--- config.mk ---
export PLATFORM = sky130hd
export DESIGN_NAME = lpi_top
export DESIGN_NICKNAME = d
export VERILOG_FILES = /design/src/rtl/lpi_tick_gen.v /design/src/rtl/lpi_duty_cmp.v /design/src/rtl/lpi_top.v
export VERILOG_INCLUDE_DIRS = /design/src /design/src/rtl
export SDC_FILE = /design/constraint.sdc
export NUM_CORES = 1
export LEC_CHECK = 0
export ABC_AREA = 1
export BUFFER_PORTS_ARGS = -buffer_cell sky130_fd_sc_hd__buf_2
export CAP_MARGIN = 15
export CORE_MARGIN = 5
export CORE_UTILIZATION = 50
export CTS_CLUSTER_SIZE = 8
export DETAILED_ROUTE_END_ITERATION = 8
export HOLD_SLACK_MARGIN = 0.03
export PLACE_DENSITY = 0.73
export SLEW_MARGIN = 20
export SYNTH_ARGS = -nofsm -noshare
export SYNTH_HDL_FRONTEND = slang
export SYNTH_SLANG_ARGS = --single-unit
--- constraint.sdc ---
create_clock -name clk_i -period 1.73 [get_ports clk_i]
set_input_delay 0.346 -clock clk_i [delete_from_list [all_inputs] [get_ports clk_i]]
set_output_delay 0.346 -clock clk_i [all_outputs]
set_load 0.005 [all_outputs]
--- src/rtl/lpi_defs.vh ---
// Constants for the LED intensity block: register offsets,
// field positions, reset values and oscillator timing.
// Assumes a 200 MHz system clock.
`ifndef LPI_DEFS_VH
`define LPI_DEFS_VH

// ------------------------------------------------------------
// Register offsets
// ------------------------------------------------------------
`define LPI_ADDR_W 8
`define LPI_ADDR_MASTER_AUX 8'h0e
`define LPI_ADDR_LINE10 8'h10
`define LPI_ADDR_STATUS 8'h20
`define LPI_ADDR_PHASE 8'h21

// ------------------------------------------------------------
// Field positions
// ------------------------------------------------------------
`define LPI_HI_MSB 7
`define LPI_HI_LSB 4
`define LPI_LO_MSB 3
`define LPI_LO_LSB 0
`define LPI_ST_RUN 0
`define LPI_ST_PIN0 1
`define LPI_ST_PIN1 2
`define LPI_ST_AUX 3

// ------------------------------------------------------------
// Reset values and codes
// ------------------------------------------------------------
`define LPI_RST_MASTER_AUX 8'h00
`define LPI_RST_LINE10 8'h00
`define LPI_CODE_OFF 4'h0
`define LPI_CODE_FULL 4'hf
`define LPI_SLOT_LAST 4'he
`define LPI_STEP_LAST 4'hf

// ------------------------------------------------------------
// Timing
// ------------------------------------------------------------
`define LPI_CLK_NS 5
`define LPI_STEP_NS 160
`define LPI_STEP_CYC (`LPI_STEP_NS / `LPI_CLK_NS)

`endif

--- src/rtl/lpi_tick_gen.v ---
// Oscillator step tick for the intensity block.
// Assumes run_i is a level; clearing it stops and rewinds the divider.
`timescale 1ns/100ps
`default_nettype none

module lpi_tick_gen #(
    parameter STEP_CYC = 32,
    parameter CNT_W = 16
) (
    input wire clk_i,
    input wire rst_i,
    input wire run_i,
    output reg tick_o
);

    // ------------------------------------------------------------
    // Divider
    // ------------------------------------------------------------
    localparam integer LAST_INT = STEP_CYC - 1;
    localparam [CNT_W-1:0] CNT_LAST = LAST_INT[CNT_W-1:0];

    reg [CNT_W-1:0] cnt_reg;

    always @(posedge clk_i or posedge rst_i) begin
        if (rst_i) begin
            cnt_reg <= {CNT_W{1'b0}};
            tick_o <= 1'b0;
        end else if (!run_i) begin
            cnt_reg <= {CNT_W{1'b0}};
            tick_o <= 1'b0;
        end else if (cnt_reg == CNT_LAST) begin
            cnt_reg <= {CNT_W{1'b0}};
            tick_o <= 1'b1;
        end else begin
            cnt_reg <= cnt_reg + {{(CNT_W-1){1'b0}}, 1'b1};
            tick_o <= 1'b0;
        end
    end

endmodule // lpi_tick_gen

`default_nettype wire

--- src/rtl/lpi_duty_cmp.v ---
// Duty decision for one output from its 4-bit code.
// Assumes step_i runs 0..15 inside each master slot.
`timescale 1ns/100ps
`default_nettype none

module lpi_duty_cmp (
    input wire run_i,
    input wire window_i,
    input wire [3:0] code_i,
    input wire [3:0] step_i,
    output wire active_o
);

    // ------------------------------------------------------------
    // Compare
    // ------------------------------------------------------------
    // Code n is on for n+1 of 16 steps; all ones never switches while window_i is high
    wire full_w;
    wire part_w;

    assign full_w = (code_i == 4'hf);
    assign part_w = (step_i <= code_i);
    assign active_o = run_i & window_i & (full_w | part_w);

endmodule // lpi_duty_cmp

`default_nettype wire

--- src/rtl/lpi_top.v ---
// LED intensity control: master/aux and line 1/0 intensity registers,
// master-gated PWM oscillator, three open-drain outputs.
// Assumes a plain register port master and synchronous pin inputs.
//
// Behaviour
// - Register 0x0e holds the master duty in bits 7..4 and the aux duty in bits 3..0.
// - A master code of zero means 0/15: every output sits static with no PWM.
// - A master code of zero stops the oscillator; a nonzero write restarts it.
// - Master codes 1 to 14 give a duty of code fifteenths.
// - Master code all ones gives full 15/15 duty.
// - Aux codes 0 to 14 give a duty of code plus one sixteenths.
// - Aux code all ones gives 16/16, a static level with no switching inside each open master slot.
// - The line register holds line 1 duty in bits 7..4 and line 0 duty in bits 3..0.
// - Line codes 0 to 14 give a duty of code plus one sixteenths.
// - Writes load and reads return all eight stored bits unchanged.
// - The line register reads back with both fields in their written positions.
// - Line code all ones gives 16/16, a static level with no switching inside each open master slot.
//
// Design decision made here: the strobed register port.
`include "lpi_defs.vh"
`timescale 1ns/100ps
`default_nettype none

module lpi_top #(
    parameter STEP_CYC = `LPI_STEP_CYC,
    parameter CNT_W = 16
) (
    input wire clk_i,
    input wire rst_i,
    input wire [`LPI_ADDR_W-1:0] addr_i,
    input wire [7:0] wdata_i,
    input wire wr_i,
    input wire rd_i,
    output reg [7:0] rdata_o,
    input wire port_line_0_i,
    output reg port_line_0_o,
    output reg port_line_0_oe_o,
    input wire port_line_1_i,
    output reg port_line_1_o,
    output reg port_line_1_oe_o,
    input wire aux_output_i,
    output reg aux_output_o,
    output reg aux_output_oe_o
);

    // ------------------------------------------------------------
    // Helpers
    // ------------------------------------------------------------
    function [3:0] hi_nib;
        input [7:0] v;
        begin
            hi_nib = v[`LPI_HI_MSB:`LPI_HI_LSB];
        end
    endfunction

    function [3:0] lo_nib;
        input [7:0] v;
        begin
            lo_nib = v[`LPI_LO_MSB:`LPI_LO_LSB];
        end
    endfunction

    function hit;
        input [`LPI_ADDR_W-1:0] a;
        input [`LPI_ADDR_W-1:0] b;
        begin
            hit = (a == b);
        end
    endfunction

    function [3:0] inc4;
        input [3:0] v;
        begin
            inc4 = v + 4'h1;
        end
    endfunction

    // ------------------------------------------------------------
    // Declarations
    // ------------------------------------------------------------
    reg [7:0] master_aux_reg;
    reg [7:0] master_aux_next;
    reg [7:0] line10_reg;
    reg [7:0] line10_next;
    reg [7:0] rdata_next;
    reg [3:0] slot_reg;
    reg [3:0] slot_next;
    reg [3:0] step_reg;
    reg [3:0] step_next;
    reg run_reg;
    reg pin0_reg;
    reg pin1_reg;
    reg pin_aux_reg;
    reg [7:0] status_word;

    wire [3:0] master_code;
    wire [3:0] aux_code;
    wire [3:0] line0_code;
    wire [3:0] line1_code;
    wire run_w;
    wire tick_w;
    wire window_w;
    wire line0_act;
    wire line1_act;
    wire aux_act;
    wire [7:0] phase_word;
    wire sel_master_aux;
    wire sel_line10;
    wire step_wrap;
    wire slot_wrap;

    // ------------------------------------------------------------
    // Field split
    // ------------------------------------------------------------
    assign master_code = hi_nib(master_aux_reg);
    assign aux_code = lo_nib(master_aux_reg);
    assign line1_code = hi_nib(line10_reg);
    assign line0_code = lo_nib(line10_reg);

    // ------------------------------------------------------------
    // Address decode
    // ------------------------------------------------------------
    // Decode once so each write compare stays in one place
    assign sel_master_aux = hit(addr_i, `LPI_ADDR_MASTER_AUX);
    assign sel_line10 = hit(addr_i, `LPI_ADDR_LINE10);

    // ------------------------------------------------------------
    // Register writes
    // ------------------------------------------------------------
    always @* begin
        master_aux_next = master_aux_reg;
        line10_next = line10_reg;
        if (wr_i) begin
            if (sel_master_aux) begin
                master_aux_next = wdata_i;
            end
            if (sel_line10) begin
                line10_next = wdata_i;
            end
        end
    end

    always @(posedge clk_i or posedge rst_i) begin
        if (rst_i) begin
            master_aux_reg <= `LPI_RST_MASTER_AUX;
            line10_reg <= `LPI_RST_LINE10;
        end else begin
            master_aux_reg <= master_aux_next;
            line10_reg <= line10_next;
        end
    end

    // ------------------------------------------------------------
    // Readback words
    // ------------------------------------------------------------
    // Pins read through their pull-ups, so a released line shows 1
    always @* begin
        status_word = 8'h00;
        status_word[`LPI_ST_RUN] = run_reg;
        status_word[`LPI_ST_PIN0] = pin0_reg;
        status_word[`LPI_ST_PIN1] = pin1_reg;
        status_word[`LPI_ST_AUX] = pin_aux_reg;
    end

    assign phase_word = {slot_reg, step_reg};

    // ------------------------------------------------------------
    // Register reads
    // ------------------------------------------------------------
    // Data stands only in the cycle after the strobe; zero otherwise
    always @* begin
        rdata_next = 8'h00;
        if (rd_i) begin
            case (addr_i)
                `LPI_ADDR_MASTER_AUX: begin
                    rdata_next = master_aux_reg;
                end
                `LPI_ADDR_LINE10: begin
                    rdata_next = line10_reg;
                end
                `LPI_ADDR_STATUS: begin
                    rdata_next = status_word;
                end
                `LPI_ADDR_PHASE: begin
                    rdata_next = phase_word;
                end
                default: begin
                    rdata_next = 8'h00;
                end
            endcase
        end
    end

    always @(posedge clk_i or posedge rst_i) begin
        if (rst_i) begin
            rdata_o <= 8'h00;
        end else begin
            rdata_o <= rdata_next;
        end
    end

    // ------------------------------------------------------------
    // Pin sampling
    // ------------------------------------------------------------
    // Pins are synchronous; one stage only for readback timing
    always @(posedge clk_i or posedge rst_i) begin
        if (rst_i) begin
            pin0_reg <= 1'b0;
            pin1_reg <= 1'b0;
            pin_aux_reg <= 1'b0;
        end else begin
            pin0_reg <= port_line_0_i;
            pin1_reg <= port_line_1_i;
            pin_aux_reg <= aux_output_i;
        end
    end

    // ------------------------------------------------------------
    // Oscillator gate
    // ------------------------------------------------------------
    // Zero master code stops everything; a nonzero code restarts
    // from slot 0 step 0, so a new cycle never starts mid-window.
    assign run_w = (master_code != `LPI_CODE_OFF);

    always @(posedge clk_i or posedge rst_i) begin
        if (rst_i) begin
            run_reg <= 1'b0;
        end else begin
            run_reg <= run_w;
        end
    end

    lpi_tick_gen #(
        .STEP_CYC(STEP_CYC),
        .CNT_W(CNT_W)
    ) u_tick (
        .clk_i(clk_i),
        .rst_i(rst_i),
        .run_i(run_reg),
        .tick_o(tick_w)
    );

    // ------------------------------------------------------------
    // Slot and step sequencer
    // ------------------------------------------------------------
    // 15 master slots of 16 steps each: master divides by 15,
    // lines and aux by 16 within one slot.
    assign step_wrap = (step_reg == `LPI_STEP_LAST);
    assign slot_wrap = (slot_reg == `LPI_SLOT_LAST);

    always @* begin
        slot_next = slot_reg;
        step_next = step_reg;
        if (!run_reg) begin
            slot_next = 4'h0;
            step_next = 4'h0;
        end else if (tick_w) begin
            if (step_wrap) begin
                step_next = 4'h0;
                if (slot_wrap) begin
                    slot_next = 4'h0;
                end else begin
                    slot_next = inc4(slot_reg);
                end
            end else begin
                step_next = inc4(step_reg);
            end
        end
    end

    always @(posedge clk_i or posedge rst_i) begin
        if (rst_i) begin
            slot_reg <= 4'h0;
            step_reg <= 4'h0;
        end else begin
            slot_reg <= slot_next;
            step_reg <= step_next;
        end
    end

    // ------------------------------------------------------------
    // Master window
    // ------------------------------------------------------------
    // Slots below the code are open: 1..14 give code/15, 15 gives all
    assign window_w = (slot_reg < master_code);

    // ------------------------------------------------------------
    // Per-output duty
    // ------------------------------------------------------------
    lpi_duty_cmp u_line0 (
        .run_i(run_reg),
        .window_i(window_w),
        .code_i(line0_code),
        .step_i(step_reg),
        .active_o(line0_act)
    );

    lpi_duty_cmp u_line1 (
        .run_i(run_reg),
        .window_i(window_w),
        .code_i(line1_code),
        .step_i(step_reg),
        .active_o(line1_act)
    );

    lpi_duty_cmp u_aux (
        .run_i(run_reg),
        .window_i(window_w),
        .code_i(aux_code),
        .step_i(step_reg),
        .active_o(aux_act)
    );

    // ------------------------------------------------------------
    // Open-drain outputs
    // ------------------------------------------------------------
    // Active means sink low; with run low every enable stays off,
    // a static released level.
    localparam SINK_LEVEL = 1'b0;

    always @(posedge clk_i or posedge rst_i) begin
        if (rst_i) begin
            port_line_0_o <= 1'b0;
            port_line_1_o <= 1'b0;
            aux_output_o <= 1'b0;
        end else begin
            port_line_0_o <= SINK_LEVEL;
            port_line_1_o <= SINK_LEVEL;
            aux_output_o <= SINK_LEVEL;
        end
    end

    always @(posedge clk_i or posedge rst_i) begin
        if (rst_i) begin
            port_line_0_oe_o <= 1'b0;
            port_line_1_oe_o <= 1'b0;
            aux_output_oe_o <= 1'b0;
        end else begin
            port_line_0_oe_o <= line0_act;
            port_line_1_oe_o <= line1_act;
            aux_output_oe_o <= aux_act;
        end
    end

endmodule // lpi_top

`default_nettype wire

==> flow_summary.ini, run 1 <==
[outcome]
status = complete, no violations

[die]
io_pins = 37
coreArea_um2 = 6350
chipHeight_um = 90.65
dieArea_um2 = 8217
start_util_pct = 51.21
row_count = 29
die_x_um = 90.65

[cells_and_area]
largest_reg_flops = 16
layout_common_cells = nand2_1, nor2_1, dfrtp_1, inv_1, nand3_1
diodes = 0
nets = 481
fin_cells = 516
syn_to_final_growth_pct = 10.62
nFillCells = 581
drive_gt1_share_pct = 17.54
final_common_cell = nand2_1

[place]
place.port_buffers = 33
dp.cells = 508
gp_congestion = 0.8113
hpwlAfterDp_mm = 5.257

[cts]
post_cts_buffers = 0
htree_levels = 2
clock_sinks = 56
clk_pin_slew_worst_paths_ns = 0.09
numCtsBuffers = 5
clock_path_buffers = 2
cts-root-buf = clkbuf_8
cts_tree = yes
cts-resized-gates = 0
holdBufCountCts = 1
worstSkewPairLatency_ns = 0.30

[global_routing]
grt_pass1_vias = 2608
antenna_found_initial = 0
track_usage_pct = 17.06
grt_pass1_wl_mm = 11.73
grt_max_degree = 41
gr-total-overflow = 0

[timing]
hold_viol_final = 0
rsz0062_at_grt = false
slew_viol_final = 0
finalCritPeriodShare_pct = 89.13
finalSetupTns_ns = 0
setup_violations = 0
max_freq_mhz = 648.5
fin_worst_skew_ns = 0.005070
period_needed_ns = 1.542

[drt]
first_pass_iters = 4
drc = 0
routed-via-count = 2609
ant_nets = 0
via_per_inst = 5.056
drt-total-wl_mm = 6.786
drt_iter0_drc = 122
avgRoutedWirePerCell_um = 13.15

[synth]
synthTopCellsByArea = dfrtp_1, nand2_1, ha_1, nand3_1, nor2_1
seq_area_frac_synth_pct = 43.09
yosys.area.top_type = dfrtp_1
netlist_instances = 401
ys.warnings.count = 0
netlist.area_leader.share_pct = 43.09
syn_area_um2 = 3252
syn_area_per_cell_um2 = 8.109
ys_seq_elements = 56
ys_types = 33

[pwr]
cellPowerDensity_nw_per_um2 = 646.7
finalPower_w = 0.002326
power_leakage_nw = 1.960
peakVddDrop_v = 0.0004585

[setup_path]
end_kind = flip-flop
crit_path_start = step_reg[1]
critPathMaxStageDelay_ns = 0.49
cp.arrival_ns = 1.75
crit_path_frequent_cell = nand2_1
critPathMaxFanout = 10
reg2reg_depth = 6
r2r-start = step_reg[1]
required_ns = 1.94
worstSetupStartpointType = flip-flop
critPathSlowestCell = dfrtp_1
path_cells = ha_1 > nand2_1 > o21ai_2 > o21ai_0 > nand2_1 > inv_1
path_class = flip-flop to flip-flop

[hold_path]
hold_class = input port to flip-flop
hold_path_depth = 1
hold_start = aux_output_i

[flow_run]
cap_viol_max_count = 0
[stage by stage]
stage               setup WS (ns)  instance area, µm²  utilization, %  hold WS (ns)
finish                     0.1880                3597           56.65        0.1443
global route              0.05627                3597           56.65        0.1240
CTS                        0.1987                3597           56.65        0.1362
detailed placement         0.2126                3491           54.98        0.3418
global placement           0.2994                3491           54.98        0.3474
floorplan                 0.01272                3259               -        0.3774
[layout make-up]
type                            instances  area (µm²)  share of cell area, %
Tap cell                               77       96.34                  2.678
Sequential cell                        56        1401                  38.96
Timing Repair Buffer                   38       217.7                  6.052
Multi-Input combinational cell        283        1579                  43.90
Inverter                               55       206.4                  5.739
Clock buffer                            7       96.34                  2.678
[path summary, 6_finish.rpt]
path	to	slack (ns)
min	pin_aux_reg	0.14
min in group asynchronous	slot_reg[0]	0.54
max in group asynchronous	u_tick.cnt_reg[6]	0.65
max	slot_reg[3]	0.19
min reg2reg	u_tick.cnt_reg[0]	0.47
max reg2reg	slot_reg[3]	0.19
[cell families (layout without fill, tap and decap cells)]
kind of cell,after synthesis,after routing,share of synthesized area [%]
fa+ha+maj,19,19,7.311
simple gates,215,215,31.47
other cells,1,3,0.1153
compound gates,40,40,7.811
xor+xnor,6,6,1.616
flops,56,56,43.09
buf+inv,64,100,8.580
[cell usage after synthesis, drive strengths merged]
cell,count
a22oi,1
inv,55
nor3,3
a21oi,16
nand3,47
conb,1
o21bai,3
buf,8
xnor2,1
nand3b,1
nor2,69
clkbuf,1
dfrtp,56
a211oi,1
xor2,5
nand2,82
ha,19
o21ai,19
nor3b,1
nand4,12
[worst max-delay path, delay by kind of cell, from the launching register on]
kind,cells,cell delay (ns)
AO/OA/AOI/OAI,2,0.52
flip-flops,1,0.49
adder cells (fa/ha/maj),1,0.22
AND/OR/NAND/NOR,2,0.18
buffers and inverters,1,0.04
[where the power goes]
part	total [W]	internal, W	switching (W)
Clock	0.000759	0.000358	0.000401
Combinational	0.000199	0.0000705	0.000128
Sequential	0.00137	0.00134	0.0000281
[routing by layer]
layer / GRT usage [%] / vias to the layer above / share of wire [%]
li1: - / 1351 / -
met1: 21.91 / 1213 / 46
met2: 29.48 / 43 / 50
met4: 3.722 / 0 / 0.34
met3: 3.500 / 2 / 3.7
met5: 0 / - / 0
No activity file was read; power rests on OpenSTA's default activity.
==> run 2, diff against run 1 <==
Clock period 1.73 ns to 1.4 ns, I/O delays scaled along.
==> flow_summary.ini, run 2 (same netlist as run 1, synthesis figures left out) <==
[outcome]
status = complete, no violations

[global_routing]
track_usage_pct = 18.03
grt_max_degree = 46
grt_pass1_wl_mm = 12.34
antenna_found_initial = 0
gr-total-overflow = 0
grt_pass1_vias = 2742

[cts]
worstSkewPairLatency_ns = 0.31
clock_path_buffers = 2
numCtsBuffers = 5
htree_levels = 2
clk_pin_slew_worst_paths_ns = 0.10
clock_sinks = 56
cts_tree = yes
cts-root-buf = clkbuf_8

[setup_path]
critPathMaxFanout = 3
critPathSlowestCell = dfrtp_1
crit_path_frequent_cell = inv_1
critPathMaxStageDelay_ns = 0.39
r2r_slack_ns = 0.03
r2r-start = master_aux_reg[1]
regToRegEndpoint = aux_output_oe_o
path_class = flip-flop to flip-flop
reg2reg_depth = 7
end_kind = flip-flop
critPathTopFamily = flip-flops
cp.depth = 7
cp.arrival_ns = 1.56
worstSetupStartpointType = flip-flop
required_ns = 1.60
crit_buf_inv = 2
path_cells = inv_1 > ha_1 > inv_1 > o21bai_1 > nand3_1 > a21oi_1 > nor2_1

[die]
coreArea_um2 = 6350
die_x_um = 90.65
dieArea_um2 = 8217
io_pins = 37
chipHeight_um = 90.65
row_count = 29
start_util_pct = 51.21

[cells_and_area]
diodes = 0
syn_to_final_growth_pct = 16.85
drive_gt1_share_pct = 22.42
register_area_um2 = 1403
final_common_cell = nand2_1
nets = 496
largest_reg_flops = 16
multi_input_comb_area_um2 = 1614
nFillCells = 550
layout_common_cells = nand2_1, nor2_1, dfrtp_1, inv_1, nand3_1

[pwr]
power.share.clock_pct = 36.3
peakVddDrop_v = 0.0007213
cellPowerDensity_nw_per_um2 = 810.0
p_int_w = 0.002347
p_comb_share_pct = 8.7
swShare_pct = 23.77
finalPower_w = 0.003078
switchingPower_w = 0.0007315
seq_power_share_pct = 54.9
power_leakage_nw = 2.052

[timing]
period_needed_ns = 1.368
max_freq_mhz = 731.2
setup_violations = 0
fin_worst_skew_ns = 0.01210
hold_viol_final = 0
finalCritPeriodShare_pct = 97.68
rsz0062_at_grt = true
finalSetupTns_ns = 0
slew_viol_final = 0

[drt]
avgRoutedWirePerCell_um = 13.20
drc = 0
ant_nets = 0
routed-via-count = 2722
via_per_inst = 5.117
first_pass_iters = 4
drt-total-wl_mm = 7.021
drt_iter0_drc = 154

[place]
gp_congestion = 0.8307
hpwlAfterDp_mm = 5.406
place.port_buffers = 33

[flow_run]
cap_viol_max_count = 0

[hold_path]
hold_path_depth = 1
hold_path_end = pin_aux_reg
hold_start = aux_output_i
hold_class = input port to flip-flop
==> run 2: area by class of cell <==
class	count	share of cell area, %
Timing Repair Buffer	53	9.351
Tap cell	77	2.535
Inverter	55	5.532
Clock buffer	6	2.173
Clock inverter	2	1.021
Multi-Input combinational cell	283	42.48
Sequential cell	56	36.91
==> run 2: how the worst max path moves through the flow <==
stage                      start         endpoint  slack, ns
2_1_floorplan        step_reg[1]      slot_reg[3]        0.1
3_3_place_gp         step_reg[1]      slot_reg[3]      0.005
3_5_place_dp         step_reg[1]      slot_reg[3]      -0.02
4_1_cts              step_reg[1]      slot_reg[2]       0.01
5_1_grt        master_aux_reg[1]  aux_output_oe_o      -0.03
6_report       master_aux_reg[1]  aux_output_oe_o       0.03
==> run 2: power by group through the flow <==
stage,Combinational [W],Clock [W],Sequential [W]
finish,0.000268,0.00112,0.00169
global route,0.000304,0.00121,0.00170
CTS,0.000263,0.00113,0.00169
detailed placement,0.000260,0,0.00172
global placement,0.000252,0,0.00172
floorplan,0.000167,0,0.00171
==> run 2: what timing repair did <==
item	CTS	global route
setup buffers	0	3
endpoints found under the hold margin	11	0
resized for setup	1	10
hold buffers	1	0
pin swaps	0	2
setup endpoints to repair	3	15
==> run 2: routing by layer <==
metal / GRT usage (%) / routed length (µm) / vias to the layer above
li1: - / - / 1387
met1: 22.22 / 2914 / 1260
met2: 31.42 / 3663 / 65
met3: 4.250 / 371 / 10
met4: 4.839 / 72 / 0
met5: 0 / 0 / -
==> run 2: worst register-to-register path, stage by stage (launching register included) <==
cell and delay, ns:
dfrtp_1 0.39, inv_1 0.09, ha_1 0.30, inv_1 0.05
o21bai_1 0.13, nand3_1 0.08, a21oi_1 0.15, nor2_1 0.07
==> run 2: metrics by stage <==
stage | area (µm²) | instances | hold slack (ns) | util (%) | setup slack [ns]
floorplan | 3263 | 403 | 0.3114 | - | 0.09916
global placement | 3610 | 520 | 0.2487 | 56.85 | 0.005073
detailed placement | 3610 | 520 | 0.2439 | 56.85 | -0.02390
CTS | 3749 | 529 | 0.07181 | 59.03 | 0.009940
global route | 3800 | 532 | 0.05680 | 59.84 | -0.03240
finish | 3800 | 532 | 0.07211 | 59.84 | 0.03245
==> run 3, diff against run 2 <==
Settings changed: REMOVE_ABC_BUFFERS set to 1.
==> flow_summary.ini, run 3 (same netlist as run 1, synthesis figures left out) <==
[outcome]
status = complete, no violations

[place]
place.port_buffers = 33
hpwlAfterDp_mm = 5.238
dpl_worst_slack_ns = -0.06119
gp_congestion = 0.8305
dpl-instance-area_um2 = 3563

[setup_path]
end_kind = flip-flop
required_ns = 1.61
r2r-start = step_reg[1]
cp.arrival_ns = 1.56
critPathMaxFanout = 7
regToRegEndpoint = port_line_0_oe_o
critPathTopFamily = flip-flops
critPathMaxStageDelay_ns = 0.51
path_cells = ha_1 > inv_1 > o21bai_1 > nand3_1 > a21oi_1 > nor2_1
path_class = flip-flop to flip-flop
r2r_slack_ns = 0.05
crit_path_start = step_reg[1]
crit_buf_inv = 1
reg2reg_depth = 6
critPathSlowestCell = dfrtp_2
worstSetupStartpointType = flip-flop

[global_routing]
gr-total-overflow = 0
grt_max_degree = 57
track_usage_pct = 17.72
grt_pass1_wl_mm = 12.19
antenna_found_initial = 0
grt_pass1_vias = 2722

[cells_and_area]
nets = 490
drive_gt1_share_pct = 22.72
nFillCells = 561
multi_input_comb_area_um2 = 1653
diodes = 0
stdcell_area_um2 = 3752
register_area_um2 = 1404
syn_to_final_growth_pct = 15.39
largest_reg_flops = 16
layout_common_cells = nand2_1, nor2_1, dfrtp_1, inv_1, nand3_1
final_common_cell = nand2_1

[drt]
ant_nets = 0
avgRoutedWirePerCell_um = 13.34
drt-total-wl_mm = 7.016
via_per_inst = 5.089
routed-via-count = 2677
drc = 0
drt_iter0_drc = 178
first_pass_iters = 5

[cts]
htree_levels = 2
cts_tree = yes
clk_pin_slew_worst_paths_ns = 0.11
clock_path_buffers = 2
clock_sinks = 56
cts-root-buf = clkbuf_8
numCtsBuffers = 5
worstSkewPairLatency_ns = 0.32

[pwr]
switchingPower_w = 0.0007643
seq_power_share_pct = 58.8
p_int_w = 0.002115
power.share.clock_pct = 32.2
cellPowerDensity_nw_per_um2 = 767.3
power_leakage_nw = 2.007
swShare_pct = 26.54
peakVddDrop_v = 0.0004619
p_comb_share_pct = 9.1

[timing]
fin_worst_skew_ns = 0.02093
setup_violations = 0
max_freq_mhz = 740.4
setup_slack_ns = 0.04931
rsz0062_at_grt = true
slew_viol_final = 0
period_needed_ns = 1.351
finalCritPeriodShare_pct = 96.48
hold_viol_final = 0

[die]
io_pins = 37
row_count = 29
die_x_um = 90.65
coreArea_um2 = 6350
dieArea_um2 = 8217
chipHeight_um = 90.65
start_util_pct = 51.21

[hold_path]
hold_class = input port to flip-flop
hold_path_depth = 1
hold_path_end = pin0_reg
hold_start = port_line_0_i

[flow_run]
cap_viol_max_count = 0
run 3: changes by cell type in the layout (fill, tap and decap cells not counted), sizes merged:
cell / before / now
clkinv: 1 / 2
bufinv: 1 / 0
clkinvlp: 1 / 0
clkbuf: 6 / 5
buf: 52 / 46
inv: 54 / 56
run 3: how the worst max path moves through the flow:
stage                                   to  slack (ns)  depth (start not counted)
after floorplan            aux_output_oe_o       -0.25                          1
final                     port_line_0_oe_o        0.05                          6
after global placement         slot_reg[3]        0.02                          6
after detailed placement       slot_reg[3]       -0.06                          6
after CTS                  aux_output_oe_o        0.02                          7
after global routing      port_line_0_oe_o       -0.05                          6
run 3: power groups by stage:
stage          clock (W)  combinational, W  sequential (W)
2_1_floorplan          0          0.000158         0.00171
3_3_place_gp           0          0.000244         0.00172
3_5_place_dp           0          0.000251         0.00172
4_1_cts         0.000958          0.000254         0.00169
5_1_grt          0.00102          0.000296         0.00170
6_report        0.000926          0.000261         0.00169
run 3: area by class of cell:
cell class	count	share of cell area, %
clock inverter	3	0.6002
tap	77	2.568
inverter	55	5.502
timing repair buffer	47	8.036
sequential	56	37.41
clock buffer	5	1.834
multi-input combinational	283	44.05
run 3: per-layer routing:
metal | vias up | global-route usage, % | wire (µm) | share of wire, %
met5 | - | 0 | 0 | 0
met4 | 0 | 4.342 | 76 | 1.1
met3 | 7 | 3.333 | 284 | 4.0
met2 | 49 | 31.54 | 3554 | 51
met1 | 1247 | 21.94 | 3099 | 44
li1 | 1374 | - | - | -
run 3: metrics by stage:
step / util (%) / instances / power [W] / TNS, ns / hold slack [ns]
5_1_grt: 59.09 / 526 / 0.003015 / -0.08480 / 0.05215
3_5_place_dp: 56.12 / 516 / 0.001974 / -0.2033 / 0.3597
4_1_cts: 57.85 / 525 / 0.002904 / 0 / 0.05268
2_1_floorplan: - / 394 / 0.001870 / -14.07 / 0.3114
6_report: 59.09 / 526 / 0.002879 / 0 / 0.05646
3_3_place_gp: 56.12 / 516 / 0.001966 / 0 / 0.3540
run 3: timing repair:
item                       in CTS  in global routing
setup endpoints to repair       6                 11
hold endpoints to repair       56                  0
pin swaps                       0                  3
cloned                          0                  0
gates resized for setup         2                 19
hold buffers                    1                  0
setup buffers                   0                  1
